$ cat src/rtl/ppd_pkg.sv
package ppd_pkg;

  // Register offsets in the 8-bit map
  localparam logic [7:0] OFS_PHASE [4] = '{8'h78, 8'h79, 8'h7a, 8'h7b};
  localparam logic [7:0] OFS_BANK = 8'h7f;
  localparam logic [7:0] OFS_RATIO [4] = '{8'h80, 8'h83, 8'h86, 8'h89};
  localparam logic [6:0] BANK_ADDR7 = 7'h7f;
  localparam logic [7:0] UPPER_TOP = 8'hfb;

  // Reset values
  localparam logic [7:0] RST_PHASE = 8'h00;
  localparam logic RST_BANK = 1'b0;
  localparam logic [23:0] RST_RATIO_AB = 24'h000002;
  localparam logic [23:0] RST_RATIO_CD = 24'h000040;

  // Field layout of the divider registers
  localparam int unsigned RATIO_W = 24;
  localparam int unsigned AB_RATIO_HI = 22;
  localparam int unsigned MODE_HI = 23;
  localparam int unsigned MODE_LO = 20;
  localparam logic [3:0] MODE_FRAME = 4'hf;
  localparam int unsigned STYLE_BIT = 19;
  localparam int unsigned POL_BIT = 18;
  localparam int unsigned SEL_HI = 17;
  localparam int unsigned SEL_LO = 16;
  localparam int unsigned COUNT_W = 16;

  // Smallest ratio that a 50% divider can realise on one clock
  localparam logic [23:0] MIN_RATIO = 24'h000002;

  typedef enum logic [1:0] {
    PPD_DIV_A,
    PPD_DIV_B,
    PPD_DIV_C,
    PPD_DIV_D
  } ppd_div_t;

endpackage : ppd_pkg

$ cat src/rtl/ppd_divider.sv
module ppd_divider #(
  parameter int unsigned W = 24,
  parameter logic [W-1:0] RESET_RATIO = W'(2)
) (
  // Clock and reset
  input wire logic clock,
  input wire logic rst,
  // Requested ratio
  input wire logic [W-1:0] ratio,
  // Divided clock and its period start
  output logic level,
  output logic period_start
);

  logic [W-1:0] held;
  logic [W-1:0] cnt;
  logic [W-1:0] next_cnt;
  logic [W-1:0] next_ratio;
  logic wrap;

  always_comb begin
    wrap = (cnt >= held - W'(1));
    next_cnt = wrap ? '0 : cnt + W'(1);
    if (!wrap)
      next_ratio = held;
    else if (ratio < W'(ppd_pkg::MIN_RATIO))
      next_ratio = W'(ppd_pkg::MIN_RATIO);
    else
      next_ratio = ratio;
  end

  // New ratio taken only when a period ends
  always_ff @(posedge clock or posedge rst) begin
    if (rst) begin
      held <= RESET_RATIO;
      cnt <= '0;
    end else begin
      held <= next_ratio;
      cnt <= next_cnt;
    end
  end

  // High for the first half, so even ratios give exactly 50%
  always_ff @(posedge clock or posedge rst) begin
    if (rst) begin
      level <= 1'b0;
      period_start <= 1'b0;
    end else begin
      level <= (next_cnt < (next_ratio >> 1));
      period_start <= wrap;
    end
  end

endmodule : ppd_divider

$ cat src/rtl/ppd_frame_pulse.sv
module ppd_frame_pulse #(
  parameter int unsigned CW = 16
) (
  // Clock and reset
  input wire logic clock,
  input wire logic rst,
  // Related clock
  input wire logic rel_valid,
  input wire logic rel_level,
  input wire logic rel_start,
  // Settings
  input wire logic [CW-1:0] period_count,
  input wire logic invert_pol,
  input wire logic edge_style,
  input wire logic pin_invert,
  // Pulse and frame boundary
  output logic pulse,
  output logic frame_start
);

  logic [CW-1:0] held_count;
  logic [CW-1:0] frame_cnt;
  logic held_pol;
  logic held_style;
  logic rel_level_d;
  logic boundary;
  logic first_period;
  logic last_period;
  logic active;

  always_comb begin
    boundary = rel_valid && rel_start && (frame_cnt >= held_count - CW'(1));
    first_period = (frame_cnt == '0);
    last_period = (frame_cnt >= held_count - CW'(1));
    // Edge style: pulse fills the first related period
    // Straddle style: second half of last period and first half of the next
    if (held_style)
      active = first_period;
    else
      active = (first_period && rel_level_d) || (last_period && !rel_level_d);
  end

  // Related periods counted between frame pulses
  always_ff @(posedge clock or posedge rst) begin
    if (rst)
      frame_cnt <= '0;
    else if (rel_valid && rel_start)
      frame_cnt <= boundary ? '0 : frame_cnt + CW'(1);
  end

  // Settings other than pin_invert change only at a frame boundary
  always_ff @(posedge clock or posedge rst) begin
    if (rst) begin
      held_count <= CW'(1);
      held_pol <= 1'b0;
      held_style <= 1'b0;
    end else if (boundary) begin
      held_count <= (period_count == '0) ? CW'(1) : period_count;
      held_pol <= invert_pol;
      held_style <= edge_style;
    end
  end

  // Level delayed to line up with the counter
  always_ff @(posedge clock or posedge rst) begin
    if (rst) begin
      rel_level_d <= 1'b0;
      pulse <= 1'b0;
      frame_start <= 1'b0;
    end else begin
      rel_level_d <= rel_level;
      pulse <= (rel_valid && active) ^ held_pol ^ pin_invert;
      frame_start <= boundary;
    end
  end

endmodule : ppd_frame_pulse

$ cat src/rtl/ppd_top.sv
module ppd_top (
  // Clock and reset
  input wire logic clock,
  input wire logic rst,
  // Register port
  input wire logic reg_wr,
  input wire logic reg_rd,
  input wire logic [6:0] reg_addr,
  input wire logic [7:0] reg_wdata,
  output logic [7:0] reg_rdata,
  output logic reg_rvalid,
  // Frame pulse routed to configurable output pins
  input wire logic c_on_config_pins,
  input wire logic d_on_config_pins,
  // Synthesizer phase shifter controls
  output logic [7:0] first_synth_phase_advance,
  output logic [7:0] second_synth_phase_advance,
  output logic [7:0] third_synth_phase_advance,
  output logic [7:0] fourth_synth_phase_advance,
  // Post-divider outputs
  output logic divider_a_out,
  output logic divider_b_out,
  output logic divider_c_out,
  output logic divider_d_out
);

  localparam int unsigned RW = ppd_pkg::RATIO_W;
  localparam int unsigned CW = ppd_pkg::COUNT_W;

  logic [7:0] phase [4];
  logic bank;
  logic [RW-1:0] ratio [4];
  logic [7:0] full_addr;
  logic [7:0] next_rdata;
  logic [3:0] div_level;
  logic [3:0] div_start;
  logic [3:0] out_q;
  logic [1:0] frame_mode;
  logic [1:0] frame_level;
  logic [1:0] frame_start;

  // Byte lane of a 24-bit register hit by an address; 3 means miss.
  // The lowest address holds the most significant byte.
  function automatic logic [1:0] ppd_lane(input logic [7:0] addr, input logic [7:0] base);
    logic [7:0] diff;
    diff = addr - base;
    ppd_lane = (diff < 8'h03) ? 2'h2 - diff[1:0] : 2'h3;
  endfunction : ppd_lane

  // Related clock of a frame divider; selecting itself is reserved
  function automatic logic ppd_rel_ok(input logic [1:0] sel, input ppd_pkg::ppd_div_t own);
    ppd_rel_ok = (sel != 2'(own));
  endfunction : ppd_rel_ok

  // Mode field all ones selects frame pulses
  function automatic logic ppd_is_frame(input logic [RW-1:0] r);
    ppd_is_frame = (r[ppd_pkg::MODE_HI:ppd_pkg::MODE_LO] == ppd_pkg::MODE_FRAME);
  endfunction : ppd_is_frame

  // Address 0x7f reaches the bank register from either half
  assign full_addr = (reg_addr == ppd_pkg::BANK_ADDR7) ? ppd_pkg::OFS_BANK : {bank, reg_addr};

  // Bank select register; bits 7:1 are not stored
  always_ff @(posedge clock or posedge rst) begin
    if (rst)
      bank <= ppd_pkg::RST_BANK;
    else if (reg_wr && full_addr == ppd_pkg::OFS_BANK)
      bank <= reg_wdata[0];
  end

  // Phase advance registers
  always_ff @(posedge clock or posedge rst) begin
    if (rst) begin
      for (int i = 0; i < 4; i++)
        phase[i] <= ppd_pkg::RST_PHASE;
    end else if (reg_wr) begin
      for (int i = 0; i < 4; i++)
        if (full_addr == ppd_pkg::OFS_PHASE[i])
          phase[i] <= reg_wdata;
    end
  end

  // Divider ratio registers, one byte per access
  always_ff @(posedge clock or posedge rst) begin
    if (rst) begin
      for (int i = 0; i < 4; i++)
        ratio[i] <= (i < 2) ? ppd_pkg::RST_RATIO_AB : ppd_pkg::RST_RATIO_CD;
    end else if (reg_wr) begin
      for (int i = 0; i < 4; i++)
        if (ppd_lane(full_addr, ppd_pkg::OFS_RATIO[i]) != 2'h3)
          ratio[i][{ppd_lane(full_addr, ppd_pkg::OFS_RATIO[i]), 3'b000} +: 8] <= reg_wdata;
    end
  end

  // Read mux; unmapped locations read zero
  always_comb begin
    next_rdata = 8'h00;
    if (full_addr == ppd_pkg::OFS_BANK)
      next_rdata = {7'h00, bank};
    for (int i = 0; i < 4; i++) begin
      if (full_addr == ppd_pkg::OFS_PHASE[i])
        next_rdata = phase[i];
      if (full_addr <= ppd_pkg::UPPER_TOP && ppd_lane(full_addr, ppd_pkg::OFS_RATIO[i]) != 2'h3)
        next_rdata = ratio[i][{ppd_lane(full_addr, ppd_pkg::OFS_RATIO[i]), 3'b000} +: 8];
    end
  end

  always_ff @(posedge clock or posedge rst) begin
    if (rst) begin
      reg_rdata <= 8'h00;
      reg_rvalid <= 1'b0;
    end else begin
      reg_rvalid <= reg_rd;
      if (reg_rd)
        reg_rdata <= next_rdata;
    end
  end

  // Phase fields go straight to the synthesizer phase shifters,
  // which move every clock of that synthesizer, post-dividers included
  assign first_synth_phase_advance = phase[0];
  assign second_synth_phase_advance = phase[1];
  assign third_synth_phase_advance = phase[2];
  assign fourth_synth_phase_advance = phase[3];

  // Four post-dividers; A and B ignore bit 23
  for (genvar i = 0; i < 4; i++) begin : g_div
    logic [RW-1:0] div_ratio;
    if (i < 2) begin : g_ab
      assign div_ratio = {1'b0, ratio[i][ppd_pkg::AB_RATIO_HI:0]};
    end else begin : g_cd
      // In frame mode the divider idles at the shortest ratio, so that a
      // return to clock mode is not held up by a frame-sized count
      assign div_ratio = ppd_is_frame(ratio[i]) ? RW'(ppd_pkg::MIN_RATIO) : ratio[i];
    end
    ppd_divider #(
      .W(RW),
      .RESET_RATIO((i < 2) ? ppd_pkg::RST_RATIO_AB : ppd_pkg::RST_RATIO_CD)
    ) u_div (
      .clock(clock),
      .rst(rst),
      .ratio(div_ratio),
      .level(div_level[i]),
      .period_start(div_start[i])
    );
  end

  // Frame pulse stages for dividers C and D
  for (genvar j = 0; j < 2; j++) begin : g_frame
    logic [1:0] sel;
    logic rel_ok;
    logic pin_inv;
    logic req_frame;
    assign sel = ratio[j + 2][ppd_pkg::SEL_HI:ppd_pkg::SEL_LO];
    assign rel_ok = ppd_rel_ok(sel, ppd_pkg::ppd_div_t'(j + 2));
    assign pin_inv = (j == 0) ? c_on_config_pins : d_on_config_pins;
    assign req_frame = ppd_is_frame(ratio[j + 2]);

    ppd_frame_pulse #(
      .CW(CW)
    ) u_frame (
      .clock(clock),
      .rst(rst),
      .rel_valid(rel_ok),
      .rel_level(div_level[sel]),
      .rel_start(div_start[sel]),
      .period_count(ratio[j + 2][CW-1:0]),
      .invert_pol(ratio[j + 2][ppd_pkg::POL_BIT]),
      .edge_style(ratio[j + 2][ppd_pkg::STYLE_BIT]),
      .pin_invert(pin_inv),
      .pulse(frame_level[j]),
      .frame_start(frame_start[j])
    );

    // Mode switches at the end of the running period or frame
    always_ff @(posedge clock or posedge rst) begin
      if (rst)
        frame_mode[j] <= 1'b0;
      else if (frame_mode[j] ? frame_start[j] : div_start[j + 2])
        frame_mode[j] <= req_frame;
    end
  end

  // Every output pin from a flip-flop
  always_ff @(posedge clock or posedge rst) begin
    if (rst) begin
      out_q <= 4'h0;
    end else begin
      out_q[1:0] <= div_level[1:0];
      for (int k = 0; k < 2; k++)
        out_q[k + 2] <= frame_mode[k] ? frame_level[k] : div_level[k + 2];
    end
  end

  assign divider_a_out = out_q[0];
  assign divider_b_out = out_q[1];
  assign divider_c_out = out_q[2];
  assign divider_d_out = out_q[3];

endmodule : ppd_top
$ cat config.mk
export PLATFORM = sky130hd
export DESIGN_NAME = ppd_top
export DESIGN_NICKNAME = d
export VERILOG_FILES = /design/src/rtl/ppd_pkg.sv /design/src/rtl/ppd_divider.sv /design/src/rtl/ppd_frame_pulse.sv /design/src/rtl/ppd_top.sv
export SDC_FILE = /design/constraint.sdc
export NUM_CORES = 1
export LEC_CHECK = 0
export BUFFER_PORTS_ARGS = -buffer_cell sky130_fd_sc_hd__buf_2
export CORE_UTILIZATION = 25
export CTS_CLUSTER_DIAMETER = 30
export DETAILED_ROUTE_END_ITERATION = 10
export GPL_TIMING_DRIVEN = 0
export SETUP_SLACK_MARGIN = 0.1
export SYNTH_ARGS = -nofsm -noshare
export SYNTH_HDL_FRONTEND = slang
export SYNTH_HIERARCHICAL = 1
export SYNTH_SLANG_ARGS = --single-unit
export TNS_END_PERCENT = 100
$ cat constraint.sdc
create_clock -name clock -period 5.3 [get_ports clock]
set_input_delay 0.795 -clock clock [delete_from_list [all_inputs] [get_ports clock]]
set_output_delay 0.795 -clock clock [all_outputs]
set_load 0.1 [all_outputs]
==> run_results.csv <==
group,metric,value,unit
status,status,"complete, but fails checks",
status,violations,"negative setup slack",
global_route,grt_overflow_total,0,
floorplanning,ios,66,
critical_path,slowest_delay,560,ps
flow_run,max-cap-violations,0,
floorplanning,core_area,109000,um^2
layout,mostFrequentLayoutCell,"dfrtp_1",
yosys,synth-seq-cells,418,
power_and_ir_drop,p_total,11.0,mW
power_and_ir_drop,p_leak,16.6,nW
place,gp_congestion,0.895,
routing,drt_iter0_markers,1423,
yosys,yosys-top-cells-area,"dfrtp_1, ha_1, mux2_2, xnor2_1, mux2i_1",
routing,wl_per_cell,18.3,um
global_route,grt_pass1_vias,22300,
global_route,grt_max_degree,80,
critical_path,worstPathArrival,5890,ps
cts,root_buffer,"clkbuf_16",
yosys,yosys_warnings,6,
cts,cts_max_path_buffers,3,
routing,vias,22200,
floorplanning,std_cell_rows,121,
timing,rsz0062_at_grt,"true",
layout,design_area,35700,um^2
critical_path,r2r-end,"g_div[3].u_div/level",
cts,clk_latency,670,ps
routing,ant_nets,0,
power_and_ir_drop,peakVddDrop,0.000277,V
layout,syn_to_final_growth,28.5,%
critical_path,start_kind,"flip-flop",
critical_path,cpMostUsedCell,"or4_4",
yosys,synth_seq_area_share,37.8,%
timing,fin_ws,-27.4,ps
timing,hold_violations,0,
place,port-buffer-count,62,
yosys,yosysUniqueCellTypes,94,
cts,cts.reportedPaths.clkPinSlew,50,ps
power_and_ir_drop,p_per_area,308,nW/um^2
yosys,async_flop_share,100,%
yosys,synth-edff-count,0,
yosys,avgSynthCellArea,10.3,um^2
worst_hold_path,hp-class,"in2async",
global_route,grt_pass1_wl,130000,um
critical_path,cp-end-kind,"flip-flop",
yosys,synth_top_area_share,36.8,%
timing,drv_slew,0,
floorplanning,die_height,335,um
critical_path,path_cells,"or4_4, or4_4, nand2b_4, nor4_4, xnor2_1, ha_1, nand4_1, or4_4, nor3_4, a21oi_4, and2_4, inv_6, buf_12, buf_6, nor2_1, ha_1, a21o_1, a21o_1, a211oi_2, o22ai_1, a211oi_2, o311a_1",
critical_path,crit_path_max_fanout,10,
layout,final_core_util,32.6,%
critical_path,crit_slowest_cell,"or4_4",
timing,worst_pin_slew,1160,ps
timing,period_minus_slack,5330,ps
layout,drive_gt1_share,23.4,%
yosys,yosysTopAreaCell,"dfrtp_1",
cts,ctsHtreeMaxLevel,3,
cts,cts_buffers,106,
timing,fin_crit_sh,101,%
critical_path,r2r-start,"g_div[3].u_div/held[12]",
critical_path,r2r_cells,22,
routing,wirelength,82700,um
floorplanning,fp.dieW,335,um
critical_path,critPathKind,"reg2reg",
routing,drc_errors,0,
floorplanning,die-area,112000,um^2
cts,clock_sinks,418,
critical_path,cp.required,5860,ps
place,dp_hpwl,59900,um
critical_path,rrSetupSlack,-30,ps
yosys,syn_inst,2689,
timing,fin_hold_ws,304,ps
timing,slew_headroom,21.8,%
layout,layout_common_cells,"dfrtp_1, ha_1, nor2_1",
global_route,antenna_found_initial,11,
global_route,grt.total_usage,14.7,%
routing,drt-pass1-iter-count,5,
timing,setup_viol,3,
yosys,netlist_area,27700,um^2
place,dpl_cell_area,30000,um^2
floorplanning,initial_core_util,25.3,%
timing,clock_skew,53.8,ps
yosys,ys.flop_type,"dfrtp_1",
routing,vias_per_cell,4.92,
timing,fmax,188,MHz
layout,nets,3224,
cts,cts_tree,"built",
## cell families (layout without fill, tap and decap cells)
group	after synthesis	count (layout)	share of synthesized area [%]
buf+inv	177	521	3.51
other cells	1	9	0.0135
fa+ha+maj	256	256	11.5
mux	255	255	10.4
compound gates	445	445	11.6
flops	418	418	37.8
simple gates	907	907	17.8
xor+xnor	230	230	7.26
## cell usage after synthesis, types with 11 or more instances
master,n
a211oi_1,12
a21o_1,39
a21oi_1,95
a22o_1,102
a31oi_1,16
and2_1,54
and3_1,30
and4_1,22
buf_2,11
buf_4,12
buf_6,19
clkbuf_1,30
dfrtp_1,408
ha_1,256
inv_1,88
mux2_2,111
mux2_4,30
mux2i_1,107
nand2_1,167
nand2b_1,19
nand3_1,89
nand4_1,73
nor2_1,224
nor3_1,63
nor4_1,71
nor4_4,11
o21ai_0,58
o221ai_1,16
or4_1,14
xnor2_1,129
xor2_1,101
## state kept, by name (all words and copies together), names as in the netlist, 8 cells and up
name                        flops
first_synth_phase_advance       8
fourth_synth_phase_advance      8
g_div.div_ratio                46
g_div.u_div/cnt                96
g_div.u_div/held               96
g_frame.u_frame/frame_cnt      32
g_frame.u_frame/held_count     32
ratio                          46
reg_rdata                       8
second_synth_phase_advance      8
third_synth_phase_advance       8
## worst max-delay path by stage
stage | slack [ps] | cells past startpoint | to | start
final | -30 | 22 | g_div[3].u_div/level | g_div[3].u_div/held[12]
after global routing | -240 | 22 | g_div[3].u_div/level | g_div[3].u_div/held[12]
after global placement | -1440 | 2 | g_div[0].div_ratio[20] | rst
after CTS | -30 | 22 | g_div[1].u_div/level | g_div[1].u_div/held[10]
after detailed placement | -640 | 18 | g_div[2].u_div/level | g_div[2].u_div/held[8]
after floorplan | 180 | 24 | g_div[0].u_div/level | g_div[0].u_div/held[5]
## layout make-up
type,instances,area [um^2]
clock buffer,130,2870
buffer,81,748
tap,1476,1850
antenna,3,7.51
sequential,418,10500
clock inverter,69,1110
timing repair buffer,145,1130
multi-input combinational,2099,17100
fill,10800,73800
inverter,96,383
## critical path: cells and delay by family (launching register included)
family                     cells  cell delay [ps]
buffers and inverters          3              380
adders and majority gates      2              620
and+or+nand+nor                9             2450
AOI/OAI and AO/OA              7             1230
DFF                            1              420
xor gates and xnor gates       1              140
## where the power goes
group | internal (mW) | total (mW) | switching, mW
Clock | 4.95 | 7.13 | 2.18
Combinational | 0.124 | 0.562 | 0.439
Sequential | 3.23 | 3.28 | 0.0414
## what timing repair did
item                                    in CTS  in global routing
hold endpoints to repair                     0                  0
endpoints found under the setup margin       4                  4
gates cloned                                 2                  2
gates resized for setup                    114                 74
hold buffers                                 0                  0
pin swaps                                   60                 32
buffers inserted                            58                 16
## metrics by stage
stage                     setup WS, ps  std cells  TNS, ps
after floorplan                    182       2694        0
after global placement           -1440       4232  -202740
after detailed placement          -644       4237    -2320
after CTS                        -28.2       4496    -33.8
after global routing              -241       4516     -662
final                            -27.4       4517    -55.9
## per-layer routing
metal	vias up	track usage, %	part of all wire, %
li1	10500	-	-
met1	10900	20.2	46
met2	657	22.5	44
met3	163	3.21	6.5
met4	8	5.04	2.9
met5	-	0	0.056
Power figures use the tool's default switching activity.
